### config.mk
export PLATFORM = sky130hd
export DESIGN_NAME = gwoc_top
export DESIGN_NICKNAME = d
export VERILOG_FILES = /design/src/common/gwoc_pkg.sv /design/src/common/gwoc_wake_if.sv /design/src/hdl/gwoc_top.sv /design/src/hdl/gwoc_wake.sv
export SDC_FILE = /design/constraint.sdc
export NUM_CORES = 1
export LEC_CHECK = 0
export BUFFER_PORTS_ARGS = -buffer_cell sky130_fd_sc_hd__clkbuf_2
export CORE_MARGIN = 4
export CORE_UTILIZATION = 57
export CTS_CLUSTER_DIAMETER = 200
export DETAILED_ROUTE_END_ITERATION = 8
export GPL_TIMING_DRIVEN = 0
export PLACE_DENSITY = 0.79
export SKIP_LAST_GASP = 1
export SYNTH_ARGS = -nofsm -noshare
export SYNTH_HDL_FRONTEND = slang
export SYNTH_SLANG_ARGS = --single-unit
### constraint.sdc
create_clock -name mclk -period 6.05 [get_ports mclk]
set_clock_uncertainty 0.2 [all_clocks]
set_input_delay 1.21 -clock mclk [delete_from_list [all_inputs] [get_ports mclk]]
set_output_delay 1.21 -clock mclk [all_outputs]
set_load 0.05 [all_outputs]
### src/common/gwoc_pkg.sv
// constants and types shared by the gauge wake and calibration block
package gwoc_pkg;
    // register byte offsets
    localparam logic [7:0] A_CTRL = 8'h00;
    localparam logic [7:0] A_CMD = 8'h04;
    localparam logic [7:0] A_STAT = 8'h08;
    localparam logic [7:0] A_FMIN = 8'h0C;
    localparam logic [7:0] A_ISTAT = 8'h10;
    localparam logic [7:0] A_ICLR = 8'h14;
    localparam logic [7:0] A_IEN = 8'h18;
    localparam logic [7:0] A_RDATA = 8'h1C;
    localparam logic [7:0] A_SADDR = 8'h20;
    localparam logic [7:0] A_SDATA = 8'h24;
    localparam logic [7:0] A_OFFS = 8'h28;
    localparam logic [7:0] A_CORR = 8'h2C;
    localparam logic [7:0] A_CHG = 8'h30;
    // control register fields
    localparam int B_RANGE = 0;
    localparam int B_SLO = 1;
    localparam int B_SHI = 2;
    // command register subcommands, reset type in bits 9:8
    localparam logic [7:0] SC_RESET = 8'h01;
    localparam logic [7:0] SC_RQUERY = 8'h02;
    localparam logic [7:0] SC_IDLE = 8'h03;
    localparam logic [7:0] SC_DEEP = 8'h04;
    localparam logic [7:0] SC_DORM = 8'h05;
    localparam logic [7:0] SC_WAKE = 8'h06;
    localparam int B_RTYPE = 8;
    // interrupt status bits
    localparam int IRQ_WAKE = 0;
    localparam int IRQ_CALD = 1;
    localparam int IRQ_ABRT = 2;
    localparam int IRQ_REFUSE = 3;
    localparam int NIRQ = 4;
    // reset values
    localparam logic [2:0] CTRL_RST = 3'h0;
    localparam logic [15:0] FMIN_RST = 16'h0D48;
    // wake thresholds in microvolts
    localparam logic [15:0] THR_1 = 16'd1000;
    localparam logic [15:0] THR_2 = 16'd2200;
    localparam logic [15:0] THR_4 = 16'd4600;
    localparam logic [15:0] THR_9 = 16'd9800;
    // calibration limits
    localparam logic signed [7:0] CAL_T_LO = 8'sd5;
    localparam logic signed [7:0] CAL_T_HI = 8'sd45;
    localparam logic [16:0] CAL_I_MAX = 17'd100;
    localparam logic [16:0] CAL_DV = 17'd256;
    localparam logic [16:0] CAL_DT = 17'd8;
    localparam logic [16:0] ABORT_DV = 17'd32;
    localparam logic [16:0] IDLE_I_MAX = 17'd10;
    // timing
    localparam longint CLK_HZ = 50_000_000;
    localparam longint DRIFT_S = 60;
    localparam longint DOZE_MS = 10;
    localparam longint DRIFT_CYC = DRIFT_S * CLK_HZ;
    localparam longint DOZE_CYC = DOZE_MS * CLK_HZ / 1000;
    // power modes, gray along normal-idle-deep-dormant
    typedef enum logic [1:0] {
        PM_NORMAL = 2'b00,
        PM_IDLE = 2'b01,
        PM_DEEP = 2'b11,
        PM_DORM = 2'b10
    } gwoc_pm_e;
endpackage: gwoc_pkg

### src/common/gwoc_wake_if.sv
// link between the control core and the wake comparator
`timescale 1ns/10ps
interface gwoc_wake_if;
    logic range_sel;
    logic sel_hi;
    logic sel_lo;
    logic armed;
    logic signed [15:0] sense_uv;
    logic wake;
    modport ctl(output range_sel, sel_hi, sel_lo, armed, sense_uv,
        input wake);
    modport cmp(input range_sel, sel_hi, sel_lo, armed, sense_uv,
        output wake);
endinterface: gwoc_wake_if

### src/hdl/gwoc_top.sv
// gauge control core: power modes, offset calibration, store, counters
`timescale 1ns/10ps
module gwoc_top #(
    parameter longint DRIFT_CYCLES = gwoc_pkg::DRIFT_CYC, // drift hold
    parameter longint DOZE_CYCLES = gwoc_pkg::DOZE_CYC // idle to deep
) (
    input wire logic mclk, // core clock, 50 MHz
    input wire logic rst, // synchronous reset, high
    input wire logic [7:0] addr, // register byte address
    input wire logic [31:0] wdata, // write data
    input wire logic wr, // write strobe
    input wire logic rd, // read strobe
    output logic [31:0] rdata, // read data, cycle after rd
    input wire logic meas_valid, // new measurement set pulse
    input wire logic signed [15:0] sense_uv, // raw sense voltage, uV
    input wire logic [15:0] cell_mv, // cell voltage, mV
    input wire logic signed [7:0] temp_c, // temperature, degrees C
    input wire logic signed [15:0] mean_ma, // mean cell current, mA
    input wire logic cal_done, // offset measurement finished
    input wire logic signed [15:0] cal_offset, // measured offset, uV
    output logic cal_start, // one cycle calibration start
    output logic [1:0] power_mode, // present power mode
    output logic irq // level interrupt
);
    initial begin
        if (DRIFT_CYCLES < 1 || DRIFT_CYCLES > 64'hFFFF_FFFF
            || DOZE_CYCLES < 1 || DOZE_CYCLES > 64'hFFFF_FFFF)
            $error("gwoc_top: cycle counts out of range");
    end

    localparam logic [31:0] DRIFT_N = 32'(DRIFT_CYCLES);
    localparam logic [31:0] DOZE_N = 32'(DOZE_CYCLES);

    // magnitude of a signed difference
    function automatic logic [16:0] mag(input logic signed [16:0] v);
        mag = v[16] ? 17'(-v) : 17'(v);
    endfunction: mag

    gwoc_pkg::gwoc_pm_e pm;
    gwoc_pkg::gwoc_pm_e next_pm;
    logic [2:0] ctrl;
    logic [15:0] flash_min;
    logic [3:0] irq_stat;
    logic [3:0] irq_en;
    logic [31:0] rst_cnt;
    logic [31:0] rst_snap;
    logic [5:0] st_addr;
    logic [7:0] store [64];
    logic cal_busy;
    logic [15:0] cal_v0;
    logic [15:0] last_v;
    logic signed [7:0] last_t;
    logic [31:0] drift_cnt;
    logic [31:0] doze_cnt;
    logic signed [15:0] offset;
    logic signed [15:0] sense_corr;
    logic signed [31:0] charge;
    logic [31:0] next_rdata;

    gwoc_wake_if wif();

    // wake comparator sees configuration and the raw sense voltage
    assign wif.range_sel = ctrl[gwoc_pkg::B_RANGE];
    assign wif.sel_hi = ctrl[gwoc_pkg::B_SHI];
    assign wif.sel_lo = ctrl[gwoc_pkg::B_SLO];
    assign wif.armed = (pm == gwoc_pkg::PM_IDLE)
        || (pm == gwoc_pkg::PM_DEEP);
    assign wif.sense_uv = sense_uv;

    gwoc_wake u_wake (
        .mclk(mclk),
        .rst(rst),
        .w(wif.cmp)
    );

    // register decode
    wire logic [7:0] subcmd = wdata[7:0];
    wire logic wr_cmd = wr && (addr == gwoc_pkg::A_CMD);
    wire logic cmd_reset = wr_cmd && (subcmd == gwoc_pkg::SC_RESET);
    wire logic cmd_query = wr_cmd && (subcmd == gwoc_pkg::SC_RQUERY);
    wire logic cmd_idle = wr_cmd && (subcmd == gwoc_pkg::SC_IDLE);
    wire logic cmd_deep = wr_cmd && (subcmd == gwoc_pkg::SC_DEEP);
    wire logic cmd_dorm = wr_cmd && (subcmd == gwoc_pkg::SC_DORM);
    wire logic cmd_wake = wr_cmd && (subcmd == gwoc_pkg::SC_WAKE);
    wire logic [1:0] rtype = wdata[gwoc_pkg::B_RTYPE +: 2];
    wire logic wr_sdata = wr && (addr == gwoc_pkg::A_SDATA);
    wire logic flash_ok = cell_mv >= flash_min;
    wire logic refuse = wr_sdata && !flash_ok;

    // calibration conditions
    wire logic temp_ok = (temp_c > gwoc_pkg::CAL_T_LO)
        && (temp_c < gwoc_pkg::CAL_T_HI);
    wire logic cur_ok = mag(17'(mean_ma)) <= gwoc_pkg::CAL_I_MAX;
    wire logic [16:0] dv = mag($signed({1'b0, cell_mv})
        - $signed({1'b0, last_v}));
    wire logic [16:0] dt = mag(17'(temp_c) - 17'(last_t));
    wire logic v_dev = dv >= gwoc_pkg::CAL_DV;
    wire logic t_dev = dt > gwoc_pkg::CAL_DT;
    wire logic t_long = drift_cnt >= DRIFT_N;
    wire logic enter_idle = (pm == gwoc_pkg::PM_NORMAL)
        && (next_pm == gwoc_pkg::PM_IDLE);
    wire logic cal_go = !cal_busy && ((enter_idle && temp_ok)
        || (cur_ok && (v_dev || t_long)));
    wire logic [16:0] drop = 17'($signed({1'b0, cal_v0})
        - $signed({1'b0, cell_mv}));
    wire logic abort = cal_busy && meas_valid && !drop[16]
        && (drop > gwoc_pkg::ABORT_DV);
    wire logic idle_i = mag(17'(mean_ma)) <= gwoc_pkg::IDLE_I_MAX;
    wire logic [3:0] events = {refuse, abort,
        cal_busy && cal_done && !abort, wif.wake};

    // power mode sequencing: events and commands
    always_comb begin
        next_pm = pm;
        case (pm)
            gwoc_pkg::PM_NORMAL: begin
                if (cmd_dorm) next_pm = gwoc_pkg::PM_DORM;
                else if (cmd_deep) next_pm = gwoc_pkg::PM_DEEP;
                else if (cmd_idle || (meas_valid && idle_i))
                    next_pm = gwoc_pkg::PM_IDLE;
            end
            gwoc_pkg::PM_IDLE: begin
                if (wif.wake || cmd_wake) next_pm = gwoc_pkg::PM_NORMAL;
                else if (cmd_dorm) next_pm = gwoc_pkg::PM_DORM;
                else if (cmd_deep || doze_cnt >= DOZE_N)
                    next_pm = gwoc_pkg::PM_DEEP;
            end
            gwoc_pkg::PM_DEEP: begin
                if (wif.wake || cmd_wake) next_pm = gwoc_pkg::PM_NORMAL;
                else if (cmd_dorm) next_pm = gwoc_pkg::PM_DORM;
            end
            gwoc_pkg::PM_DORM: begin
                if (cmd_wake) next_pm = gwoc_pkg::PM_NORMAL;
            end
            default: next_pm = gwoc_pkg::PM_NORMAL;
        endcase
        if (cmd_reset) next_pm = gwoc_pkg::PM_NORMAL;
    end

    // power mode and idle dwell counter
    always_ff @(posedge mclk) begin
        if (rst) begin
            pm <= gwoc_pkg::PM_NORMAL;
            doze_cnt <= 32'h0000_0000;
        end else begin
            pm <= next_pm;
            doze_cnt <= (next_pm == gwoc_pkg::PM_IDLE && pm == next_pm)
                ? doze_cnt + 32'h0000_0001 : 32'h0000_0000;
        end
    end

    // configuration registers, written by software
    always_ff @(posedge mclk) begin
        if (rst) begin
            ctrl <= gwoc_pkg::CTRL_RST;
            flash_min <= gwoc_pkg::FMIN_RST;
            irq_en <= 4'h0;
            st_addr <= 6'h00;
        end else if (wr) begin
            case (addr)
                gwoc_pkg::A_CTRL: ctrl <= wdata[2:0];
                gwoc_pkg::A_FMIN: flash_min <= wdata[15:0];
                gwoc_pkg::A_IEN: irq_en <= wdata[3:0];
                gwoc_pkg::A_SADDR: st_addr <= wdata[5:0];
                default: ;
            endcase
        end
    end

    // user store: bit 5 of the address picks the block
    always_ff @(posedge mclk) begin
        if (wr_sdata && flash_ok) store[st_addr] <= wdata[7:0];
    end

    // reset counters, one byte per reset type; snapshot on query
    always_ff @(posedge mclk) begin
        if (rst) begin
            rst_cnt <= 32'h0000_0000;
            rst_snap <= 32'h0000_0000;
        end else begin
            if (cmd_reset)
                rst_cnt[rtype*8 +: 8] <= rst_cnt[rtype*8 +: 8]
                    + 8'h01;
            if (cmd_query) rst_snap <= rst_cnt;
        end
    end

    // offset calibration: start, finish, or abort on a load step
    always_ff @(posedge mclk) begin
        if (rst) begin
            cal_busy <= 1'b0;
            cal_start <= 1'b0;
            cal_v0 <= 16'h0000;
            last_v <= 16'h0000;
            last_t <= 8'sh00;
            offset <= 16'sh0000;
        end else begin
            cal_start <= cal_go;
            if (cal_go) begin
                cal_busy <= 1'b1;
                cal_v0 <= cell_mv;
            end else if (abort) begin
                cal_busy <= 1'b0;
            end else if (cal_busy && cal_done) begin
                cal_busy <= 1'b0;
                offset <= cal_offset;
                last_v <= cell_mv;
                last_t <= temp_c;
            end
        end
    end

    // temperature drift persistence; any return restarts it
    always_ff @(posedge mclk) begin
        if (rst || !t_dev) begin
            drift_cnt <= 32'h0000_0000;
        end else if (!t_long) begin
            drift_cnt <= drift_cnt + 32'h0000_0001;
        end
    end

    // offset correction and charge integration; held rate while busy
    always_ff @(posedge mclk) begin
        if (rst) begin
            sense_corr <= 16'sh0000;
            charge <= 32'sh0000_0000;
        end else if (meas_valid) begin
            if (!cal_busy) begin
                sense_corr <= sense_uv - offset;
                charge <= charge + 32'(sense_uv - offset);
            end else begin
                charge <= charge + 32'(sense_corr);
            end
        end
    end

    // sticky status: a new event beats a same-cycle clear
    always_ff @(posedge mclk) begin
        if (rst) begin
            irq_stat <= 4'h0;
            irq <= 1'b0;
        end else begin
            irq_stat <= (irq_stat & ~((wr && addr == gwoc_pkg::A_ICLR)
                ? wdata[3:0] : 4'h0)) | events;
            irq <= |(irq_stat & irq_en);
        end
    end

    // read selection
    always_comb begin
        case (addr)
            gwoc_pkg::A_CTRL: next_rdata = {29'h0, ctrl};
            gwoc_pkg::A_STAT: next_rdata = {28'h0, wif.armed,
                cal_busy, pm};
            gwoc_pkg::A_FMIN: next_rdata = {16'h0000, flash_min};
            gwoc_pkg::A_ISTAT: next_rdata = {28'h0, irq_stat};
            gwoc_pkg::A_IEN: next_rdata = {28'h0, irq_en};
            gwoc_pkg::A_RDATA: next_rdata = rst_snap;
            gwoc_pkg::A_SADDR: next_rdata = {26'h0, st_addr};
            gwoc_pkg::A_SDATA: next_rdata = {24'h0, store[st_addr]};
            gwoc_pkg::A_OFFS: next_rdata = 32'(offset);
            gwoc_pkg::A_CORR: next_rdata = 32'(sense_corr);
            gwoc_pkg::A_CHG: next_rdata = charge;
            default: next_rdata = 32'h0000_0000;
        endcase
    end

    // read data stands only in the cycle after the strobe
    always_ff @(posedge mclk) begin
        if (rst) begin
            rdata <= 32'h0000_0000;
        end else begin
            rdata <= rd ? next_rdata : 32'h0000_0000;
        end
    end

    assign power_mode = pm;

    property p_refuse;
        @(posedge mclk) disable iff (rst)
        (wr_sdata && cell_mv < flash_min) |=> irq_stat[gwoc_pkg::IRQ_REFUSE];
    endproperty
    a_refuse: assert property (p_refuse)
        else $error("low voltage store write not flagged");

    property p_cal_idle;
        @(posedge mclk) disable iff (rst)
        (pm == gwoc_pkg::PM_NORMAL && cmd_idle && !cmd_reset && !cal_busy
            && temp_c > 8'sd5 && temp_c < 8'sd45) |=> cal_start && cal_busy;
    endproperty
    a_cal_idle: assert property (p_cal_idle)
        else $error("idle entry did not start calibration");

    property p_corr;
        @(posedge mclk) disable iff (rst)
        (meas_valid && !cal_busy) |=>
            sense_corr == $past(sense_uv) - $past(offset);
    endproperty
    a_corr: assert property (p_corr)
        else $error("offset not removed from sense sample");

    property p_hold;
        @(posedge mclk) disable iff (rst)
        (meas_valid && cal_busy) |=>
            charge == $past(charge) + 32'($past(sense_corr))
            && $stable(sense_corr);
    endproperty
    a_hold: assert property (p_hold)
        else $error("charge not advanced at held rate");

    property p_abort;
        @(posedge mclk) disable iff (rst)
        (cal_busy && meas_valid && cell_mv + 16'd33 <= cal_v0) |=>
            !cal_busy ##1 irq_stat[gwoc_pkg::IRQ_ABRT];
    endproperty
    a_abort: assert property (p_abort)
        else $error("calibration not aborted on voltage drop");

    property p_rcount;
        @(posedge mclk) disable iff (rst)
        (cmd_reset && rtype == 2'd0) |=>
            rst_cnt[7:0] == $past(rst_cnt[7:0]) + 8'h01;
    endproperty
    a_rcount: assert property (p_rcount)
        else $error("reset counter not incremented");

    property p_drift;
        @(posedge mclk) disable iff (rst)
        !t_dev |=> drift_cnt == 32'h0000_0000;
    endproperty
    a_drift: assert property (p_drift)
        else $error("drift timer not restarted");

    property p_wakeup;
        @(posedge mclk) disable iff (rst)
        (wif.wake && pm == gwoc_pkg::PM_IDLE) |=>
            power_mode == gwoc_pkg::PM_NORMAL;
    endproperty
    a_wakeup: assert property (p_wakeup)
        else $error("wake did not return to normal");

    property p_irq;
        @(posedge mclk) disable iff (rst)
        (events != 4'h0 && (events & irq_en) != 4'h0 && !wr)
            |-> ##2 irq;
    endproperty
    a_irq: assert property (p_irq)
        else $error("enabled event did not raise interrupt");
endmodule: gwoc_top

### src/hdl/gwoc_wake.sv
// sleep current wake comparator with selectable threshold
`timescale 1ns/10ps
module gwoc_wake (
    input wire logic mclk, // core clock
    input wire logic rst, // synchronous reset
    gwoc_wake_if.cmp w // configuration, sense and wake
);
    // threshold from {range, hi, lo}; zero means disabled
    function automatic logic [15:0] thr(input logic [2:0] c);
        case (c)
            3'b001: thr = gwoc_pkg::THR_1;
            3'b101, 3'b010: thr = gwoc_pkg::THR_2;
            3'b110, 3'b011: thr = gwoc_pkg::THR_4;
            3'b111: thr = gwoc_pkg::THR_9;
            default: thr = 16'h0000;
        endcase
    endfunction: thr

    // selection and two-sided compare
    wire logic [15:0] th = thr({w.range_sel, w.sel_hi, w.sel_lo});
    wire logic enabled = w.sel_hi | w.sel_lo;
    wire logic signed [16:0] s17 = 17'(w.sense_uv);
    wire logic signed [16:0] t17 = $signed({1'b0, th});
    wire logic over = (s17 > t17) || (s17 < -t17);
    wire logic next_wake = w.armed & enabled & over;

    // registered so the core sees a clean level
    always_ff @(posedge mclk) begin
        if (rst) begin
            w.wake <= 1'b0;
        end else begin
            w.wake <= next_wake;
        end
    end

    property p_wake_off;
        @(posedge mclk) disable iff (rst)
        (!w.sel_hi && !w.sel_lo) |=> !w.wake;
    endproperty
    a_wake_off: assert property (p_wake_off)
        else $error("wake raised while comparator disabled");

    property p_wake_thr;
        @(posedge mclk) disable iff (rst)
        (w.armed && w.range_sel && w.sel_hi && w.sel_lo
            && w.sense_uv < -16'sd9800) |=> w.wake;
    endproperty
    a_wake_thr: assert property (p_wake_thr)
        else $error("no wake beyond top discharge threshold");
endmodule: gwoc_wake

Yosys cells after proc, flatten, opt, wreduce, memory -nomap -nowiden
Memories as Yosys holds them, arrays and structs flattened. A register that Yosys moved wholly into a read port is not among the register bits.
Index checks and enable logic that the tools add are counted.
Cells by class
  $add $sub $neg: 15
  multipliers: 0
  div/mod/pow operators: 0
  magnitude comparators: 12
  equal/unequal tests: 29
  shift-type cells: 3
  muxes and demuxes: 26
  bitwise logic cells: 12
  reduce and logical (&&, ||, !) cells: 50
Operators by type and width (count)
  case mux 32 bit (11 select lines): 1
  adder 32 x 1 -> 32 bit, second input constant: 2
  case mux 14 bit (4 select lines): 1
  two-way mux 17 bit: 3
  subtractor 16 x 16 -> 17 bit: 3
  equality test 8 x 6 -> 1 bit, second input constant: 5
  negation 5 -> 34 bit: 1
  variable shift 8 x 34 -> 32 bit, first input constant: 1
  indexed part select 8 x 34 -> 32 bit: 1
  adder 32 x 16 -> 32 bit: 1
  adder 32 x 17 -> 32 bit: 1
  bitwise mux 32 bit: 1
  equality test 8 x 3 -> 1 bit, second input constant: 4
  equality test 8 x 5 -> 1 bit, second input constant: 4
  >= comparator 32 x 19 -> 1 bit, second input constant: 1
  >= comparator 32 bit, second input constant: 1
  two-way mux 32 bit: 1
  indexed part select 32 x 6 -> 8 bit: 1
  logical AND 1 bit: 23
  two-way mux 2 bit: 10
  >= comparator 17 x 9 -> 1 bit, second input constant: 1
  greater-than comparator 17 x 4 -> 1 bit, second input constant: 1
  greater-than comparator 17 x 6 -> 1 bit, second input constant: 1
  less-or-equal comparator 17 x 4 -> 1 bit, second input constant: 1
  other kinds (41): 77
Word-level totals
  bits in registers: 303
  bits in latches: 0
  bits in writable memories: 512
  ROM bits: 0
  bits of input ports: 118
  output and inout port bits: 36
  logic and storage cells: 169
  memories: 1
Memories
  store: words 64, width 8, rd ports 1, clocked after memory_dff 1, wr ports 1, line gwoc_top.sv:48  | logic [7:0] store [64];

Longest topological paths before layout
Gate-level depths: netlist of the first run.
  word-level depth: 17
  mapped depth: 17
  depth with buffers taken out: 17

Cells and area by module
From an unflattened synthesis of the first run, not the netlist that was laid out.
Unflattened totals
  cell total of the unflattened synthesis: 3377
  area, all modules: 40287.4 µm²
By module, submodules not included
  gwoc_top: instances 1, cells an instance 3276, area an instance 39537.9 µm², seq. area each 21540.7 µm²
  gwoc_wake: instances 1, cells an instance 101, area an instance 749.5 µm², seq. area each 20.0 µm²

Least setup slack after synthesis of the first run
OpenSTA, ideal clock, no wires.
  kind: input -> register
  from: input port cell_mv[0]
  to: register cal_v0[10]
  library setup time: 0.128 ns
  data arrival time: 4.551 ns
  required time: 5.722 ns
  path slack: 1.171 ns
  stages on the path: 16
  buffers on the path: 2
  path through: inv_1 ha_1 fa_1 or2b_1 a2111oi_2 o21a_1 xor2_1 or4_4 nor4_2 o2bb2ai_1 nor4_1 o21ai_1 buf_6 buf_12 mux2i_1 nor2_1
On the way
  longest elaborated chain between the ends: 8
RTL lines
  from (decl): line gwoc_top.sv:16  | input wire logic [15:0] cell_mv,
  subtractor 16 x 16 -> 17 bit (*): line gwoc_top.sv:95  | - $signed({1'b0, last_v}));
  negation 17 bit: line gwoc_top.sv:36  | mag = v[16] ? 17'(-v) : 17'(v);
  two-way mux 17 bit (*): line gwoc_top.sv:36
  >= comparator 17 x 9 -> 1 bit (*): line gwoc_top.sv:97  | wire logic v_dev = dv >= gwoc_pkg::CAL_DV;
  logical OR 1 bit (*): line gwoc_top.sv:103  | || (cur_ok && (v_dev || t_long)));
  logical AND 1 bit (*): line gwoc_top.sv:103
  logical OR 1 bit (*): line gwoc_top.sv:103
  logical AND 1 bit (*): line gwoc_top.sv:102  | wire logic cal_go = !cal_busy && ((enter_idle && temp_ok)
  to (signal assigned): line gwoc_top.sv:201  | cal_v0 <= cell_mv;
  to (decl): line gwoc_top.sv:50  | logic [15:0] cal_v0;
Every way passes the cells marked *; elsewhere a longest branch is shown, timed or not.
A chain may end at the register's enable or synchronous reset.

Final worst setup path of the first run
  from: input port cell_mv[0]
  to: register cal_v0[14]
The elaborated chain is that of the path after synthesis.

==> impl_metrics.json, run 1 <==
{
  "holdBufCountCts": 0,
  "cts_made_buffers": 83,
  "r2r-end": "charge[26]",
  "reg2reg_slack_ns": 1.44,
  "drive_gt1_frac": 0.130,
  "portBuffers": 134,
  "arrival_ns": 5.40,
  "ios": 154,
  "max_freq_mhz": 196,
  "grt_pass1_wl_mm": 169,
  "p_per_area_nw_per_um2": 291,
  "avgRoutedWirePerCell_um": 24.1,
  "max_slew_margin": 0.184,
  "hold_class": "flop to flop",
  "antenna_found_initial": 3,
  "cts.sinks": 821,
  "leakage_nw": 15.7,
  "peakVddDrop_mv": 0.296,
  "root_buffer": "clkbuf_16",
  "grtUsageTotal": 0.295,
  "cts_setup_buffers": 0,
  "syn2layout_area_growth_pct": 11.7,
  "synth.avg_cell_area_um2": 11.9,
  "firstDrtPassIters": 6,
  "finalSetupViolCount": 0,
  "worstMarginPinSlew_ns": 1.21,
  "ys_seq_elements": 821,
  "core_area_um2": 70100,
  "ys_top_cells_by_count": "edfxtp_1 (512), nor2_1 (355), dfxtp_1 (309), nand2_1 (252), inv_1 (238)",
  "synthFlopType": "edfxtp_1",
  "finalMaxSlewViolations": 0,
  "instances_no_fill": 4642,
  "yosysTopAreaCell": "edfxtp_1",
  "tritoncts": "yes",
  "dpl.hpwl_mm": 77.0,
  "clk_pin_slew_ns": 0.06,
  "routed_wl_mm": 112,
  "yosys-top-cells-area": "edfxtp_1 (38%), dfxtp_1 (15%), mux4_2 (9.8%)",
  "dp_slack_ns": -0.110,
  "crit_fanout": 10,
  "rr_worst_depth": 14,
  "hold_violations": 0,
  "drc": 0,
  "p_total_mw": 13.1,
  "vias_per_cell": 6.29,
  "synth_cell_types": 80,
  "synth.most_common_cell": "edfxtp_1",
  "rsz0062_at_grt": "no",
  "synthCells": 3399,
  "r2r-start": "charge[1]",
  "cts_resized": 0,
  "dieArea_um2": 75300,
  "num_rows": 97,
  "startpoint_type": "primary input",
  "ant_nets": 0,
  "cts_buffer_depth": 3,
  "setup_ws_ns": 0.942,
  "critical_path.startpoint": "cell_mv[0]",
  "htreeDepth": 3,
  "seq_area_frac_synth": 0.533,
  "period_share": 0.844,
  "vias": 29200,
  "endpoint": "cal_v0[14]",
  "ys_warn_count": 0,
  "start_util": 0.576,
  "synth_top_area_share": 0.380,
  "grt_max_degree": 70,
  "worst_ep_required_time_ns": 6.34,
  "outcome": "completed",
  "clk_latency_ns": 0.67,
  "drtIter0Drc": 3102,
  "post-route-min-period_ns": 5.11,
  "nets": 3963,
  "setup-tns-final_ns": 0,
  "maxCapViolCount": 0,
  "overflow": 0,
  "synth_edf_count": 512,
  "grt_pass1_vias": 28300,
  "die_h_um": 274,
  "end_kind": "flop",
  "critPathKind": "primary input to flop",
  "fill_cells": 5227,
  "async_reset_ff_frac": 0,
  "die_w_um": 274,
  "place_inst": 4486,
  "gp_congestion": 0.999,
  "netlist_area_um2": 40400
}
-- through the flow --
stage / cell area [um^2] / util / hold slack, ns
4_1_cts: 45100 / 0.642 / 0.258
3_5_place_dp: 42400 / 0.604 / 0.250
6_report: 45200 / 0.644 / 0.257
3_3_place_gp: 42300 / 0.603 / 0.245
2_1_floorplan: 40500 / - / 0.236
5_1_grt: 45200 / 0.644 / 0.277
-- cells in the final DEF, fill, tap and decap left out, types with 14 or more instances in the layout --
cell / n
nor4_1: 20
clkbuf_2: 127
nor2b_1: 33
a22oi_1: 70
nand2b_1: 29
inv_1: 238
and3_1: 29
a21o_1: 51
and2_1: 16
nor3_1: 46
xnor2_1: 57
a21oi_1: 206
nand2_1: 252
o21a_1: 19
nand4_1: 20
a21boi_0: 14
buf_1: 21
fa_1: 36
nand3_1: 64
a31oi_1: 27
or3_1: 14
xor2_1: 72
clkinv_2: 16
clkbuf_1: 128
ha_1: 173
dfxtp_1: 308
mux2i_1: 63
mux4_2: 176
a221oi_1: 14
o21ai_0: 99
o211ai_1: 18
or2_2: 14
a211oi_1: 41
clkbuf_16: 84
nor2_1: 355
edfxtp_1: 512
-- layout make-up --
class / count / area, um^2 / area share
clock inverters: 46 / 472 / 0.0104
inverters: 239 / 897 / 0.0199
multi-input cells: 2211 / 17500 / 0.387
plain buffers: 140 / 553 / 0.0122
flip-flops and latches: 821 / 21600 / 0.477
diodes: 1 / 2.50 / 0.0000554
clock buffers: 104 / 2240 / 0.0495
repair buffers: 140 / 796 / 0.0176
well taps: 940 / 1180 / 0.0260
-- cell families (layout without fill, tap and decap cells) --
kind of cell	after synthesis	after routing	synth area share
flops	821	821	0.533
buf+inv	379	669	0.0359
simple gates	941	941	0.107
compound gates	677	677	0.110
mux	242	242	0.114
fa+ha+maj	209	209	0.0714
other cells	1	14	0.0000927
xor+xnor	129	129	0.0279
-- registers in the layout, indices dropped and copies added (netlist names), 3 cells and up, named ones only --
register,flops
cal_v0,16
charge,32
ctrl,3
doze_cnt,32
drift_cnt,32
flash_min,16
irq_en,4
irq_stat,4
last_t,8
last_v,16
offset,16
rdata,32
rst_cnt,32
rst_snap,32
sense_corr,16
st_addr,6
store,512
-- power breakdown --
part           switching, mW  internal, mW  total, mW  leakage [nW]
clock network           2.23          2.90       5.13          1.32
logic                   1.13         0.756       1.89          7.26
registers              0.104          6.01       6.11          7.11
-- per-layer routing --
metal,vias up,track usage,routed length (um),part of all wire
met5,-,0,21,0.00019
met4,4,0.150,6740,0.060
met3,372,0.0600,10900,0.098
met2,1639,0.476,52200,0.47
met1,14100,0.382,42100,0.38
li1,13100,-,-,-
-- how the worst min path moves through the flow --
stage | startpoint | end | slack [ns] | depth (start not counted)
finish | rst_snap[16] | rst_snap[16] | 0.26 | 2
global route | rst_snap[23] | rst_snap[23] | 0.28 | 2
CTS | rst_snap[16] | rst_snap[16] | 0.26 | 2
detailed placement | rst_snap[16] | rst_snap[16] | 0.25 | 2
global placement | rst_snap[6] | rst_snap[6] | 0.25 | 2
floorplan | rst_snap[10] | rst_snap[10] | 0.24 | 2
-- critical path: stages --
cell	delay, ns
clkbuf_2	0.14
inv_1	0.10
ha_1	0.24
fa_1	0.40
or2b_1	0.28
a2111oi_2	0.52
o21a_1	0.37
xor2_1	0.20
or4_4	0.61
nor4_2	0.14
o2bb2ai_1	0.11
nor4_1	0.39
o21ai_1	0.12
buf_6	0.18
buf_12	0.15
mux2i_1	0.17
nor2_1	0.07
(Power assumes the default switching activity.)
==> run 2: changes to the inputs <==
--- a/config.mk
+++ b/config.mk
@@ -7,11 +7,11 @@
 export LEC_CHECK = 0
 export BUFFER_PORTS_ARGS = -buffer_cell sky130_fd_sc_hd__clkbuf_2
 export CORE_MARGIN = 4
-export CORE_UTILIZATION = 57
+export CORE_UTILIZATION = 56
 export CTS_CLUSTER_DIAMETER = 200
 export DETAILED_ROUTE_END_ITERATION = 8
 export GPL_TIMING_DRIVEN = 0
-export PLACE_DENSITY = 0.79
+export PLACE_DENSITY = 0.81
 export SKIP_LAST_GASP = 1
 export SYNTH_ARGS = -nofsm -noshare
 export SYNTH_HDL_FRONTEND = slang
==> constraint.sdc (replaced) <==
create_clock -name mclk -period 4.6 [get_ports mclk]
set_clock_uncertainty 0.2 [all_clocks]
set_input_delay 0.92 -clock mclk [delete_from_list [all_inputs] [get_ports mclk]]
set_output_delay 0.92 -clock mclk [all_outputs]
set_load 0.05 [all_outputs]
==> impl_metrics.json, run 2 (synthesized netlist as in run 1, its figures left out) <==
{
  "met3_length_mm": 10.7,
  "ios": 154,
  "setup-tns-final_ns": 0,
  "tritoncts": "yes",
  "overflow": 0,
  "htreeDepth": 3,
  "drtIter0Drc": 2965,
  "syn2layout_area_growth_pct": 12.2,
  "nets": 3965,
  "dpl.hpwl_mm": 77.8,
  "wl_met1_mm": 42.9,
  "clk_pin_slew_ns": 0.06,
  "finalSetupViolCount": 0,
  "place_inst": 4495,
  "highest_layer": "met5",
  "post-route-min-period_ns": 4.60,
  "dieArea_um2": 76600,
  "cts.sinks": 821,
  "period_share": 0.999,
  "grtUsageTotal": 0.288,
  "hold_violations": 0,
  "antenna_found_initial": 2,
  "leakage_nw": 15.7,
  "core_area_um2": 71500,
  "instances_no_fill": 4650,
  "final_area_um2": 45300,
  "max_slew_margin": 0.162,
  "max_freq_mhz": 218,
  "rr_worst_depth": 7,
  "crit_fanout": 9,
  "vias": 29400,
  "root_buffer": "clkbuf_16",
  "whs_ns": 0.258,
  "die_h_um": 277,
  "reg2reg_slack_ns": 0.06,
  "whs_path_depth": 2,
  "clk_latency_ns": 0.67,
  "peakVddDrop_mv": 0.363,
  "critPathKind": "primary input to flop",
  "num_rows": 98,
  "portBuffers": 134,
  "worstMarginPinSlew_ns": 1.24,
  "cts_buffer_depth": 3,
  "outcome": "completed",
  "hold_class": "flop to flop",
  "grt_pass1_wl_mm": 171,
  "drive_gt1_frac": 0.137,
  "arrival_ns": 4.68,
  "firstDrtPassIters": 6,
  "drc": 0,
  "grt_pass1_vias": 28300,
  "holdBufCountCts": 0,
  "finalMaxSlewViolations": 0,
  "largest-register": "store",
  "routed_wl_mm": 113,
  "layout_common_cells": "edfxtp_1 (512), nor2_1 (348), dfxtp_1 (308)",
  "start_util": 0.566,
  "largest_reg_flops": 512,
  "place_area_um2": 42300,
  "gp_congestion": 1.00,
  "end_kind": "flop",
  "final_common_cell": "edfxtp_1",
  "die_w_um": 277,
  "route.met2.wl_mm": 52.9,
  "ant_nets": 0,
  "avgRoutedWirePerCell_um": 24.3,
  "cts_made_buffers": 83,
  "worst_ep_required_time_ns": 4.68,
  "rsz0062_at_grt": "yes",
  "p_per_area_nw_per_um2": 384,
  "grt_max_degree": 70,
  "maxCapViolCount": 0,
  "vias_per_cell": 6.33,
  "startpoint_type": "primary input"
}
==> run 2: metal layers <==
layer | global-route usage | vias to the layer above
li1 | - | 13100
met1 | 0.377 | 14300
met2 | 0.467 | 1651
met3 | 0.0593 | 360
met4 | 0.135 | 2
met5 | 0 | -
==> run 2: worst max-delay path, stage by stage <==
cell      delay [ns]
clkbuf_2        0.13
inv_1           0.09
ha_1            0.27
nand2b_1        0.09
a21o_1          0.10
a21o_1          0.11
a21o_1          0.10
a21o_1          0.11
a21o_1          0.12
a21o_1          0.11
a21oi_1         0.06
o21ai_1         0.77
nand4_1         0.76
nor2_1          0.89
==> run 2: per-stage QoR <==
stage / util / setup slack, ns / total power, mW
floorplan: - / 0.0112 / 9.93
global placement: 0.592 / -1.20 / 10.6
detailed placement: 0.592 / -1.35 / 10.6
CTS: 0.631 / 0.0136 / 17.4
global route: 0.634 / -0.146 / 18.1
finish: 0.634 / 0.00498 / 17.4
==> run 2: worst paths after layout <==
kind	from	endpoint
worst min-delay path	rst_snap[17]	rst_snap[17]
worst max-delay path	cell_mv[0]	store[56][5]
worst min register to register	rst_snap[17]	rst_snap[17]
worst max register to register	flop	rdata[5]
==> run 2: area by class of cell <==
cell class,count,area (um^2)
diodes,1,2.50
plain buffers,140,557
clock buffers,103,2220
clock inverters,43,515
fillers,5311,26100
inverters,239,901
multi-input cells,2211,17600
flip-flops and latches,821,21600
well taps,950,1190
repair buffers,142,791
==> run 2: power breakdown <==
part           internal, mW  switching [mW]
clock                  3.86            2.97
combinational          1.01            1.52
sequential             7.90           0.139
total                  12.8            4.63
==> run 2: what timing repair did <==
action | in CTS | in global routing
gates resized for setup | 9 | 37
pin swaps | 0 | 6
setup endpoints to repair | 45 | 172
setup buffers | 1 | 3
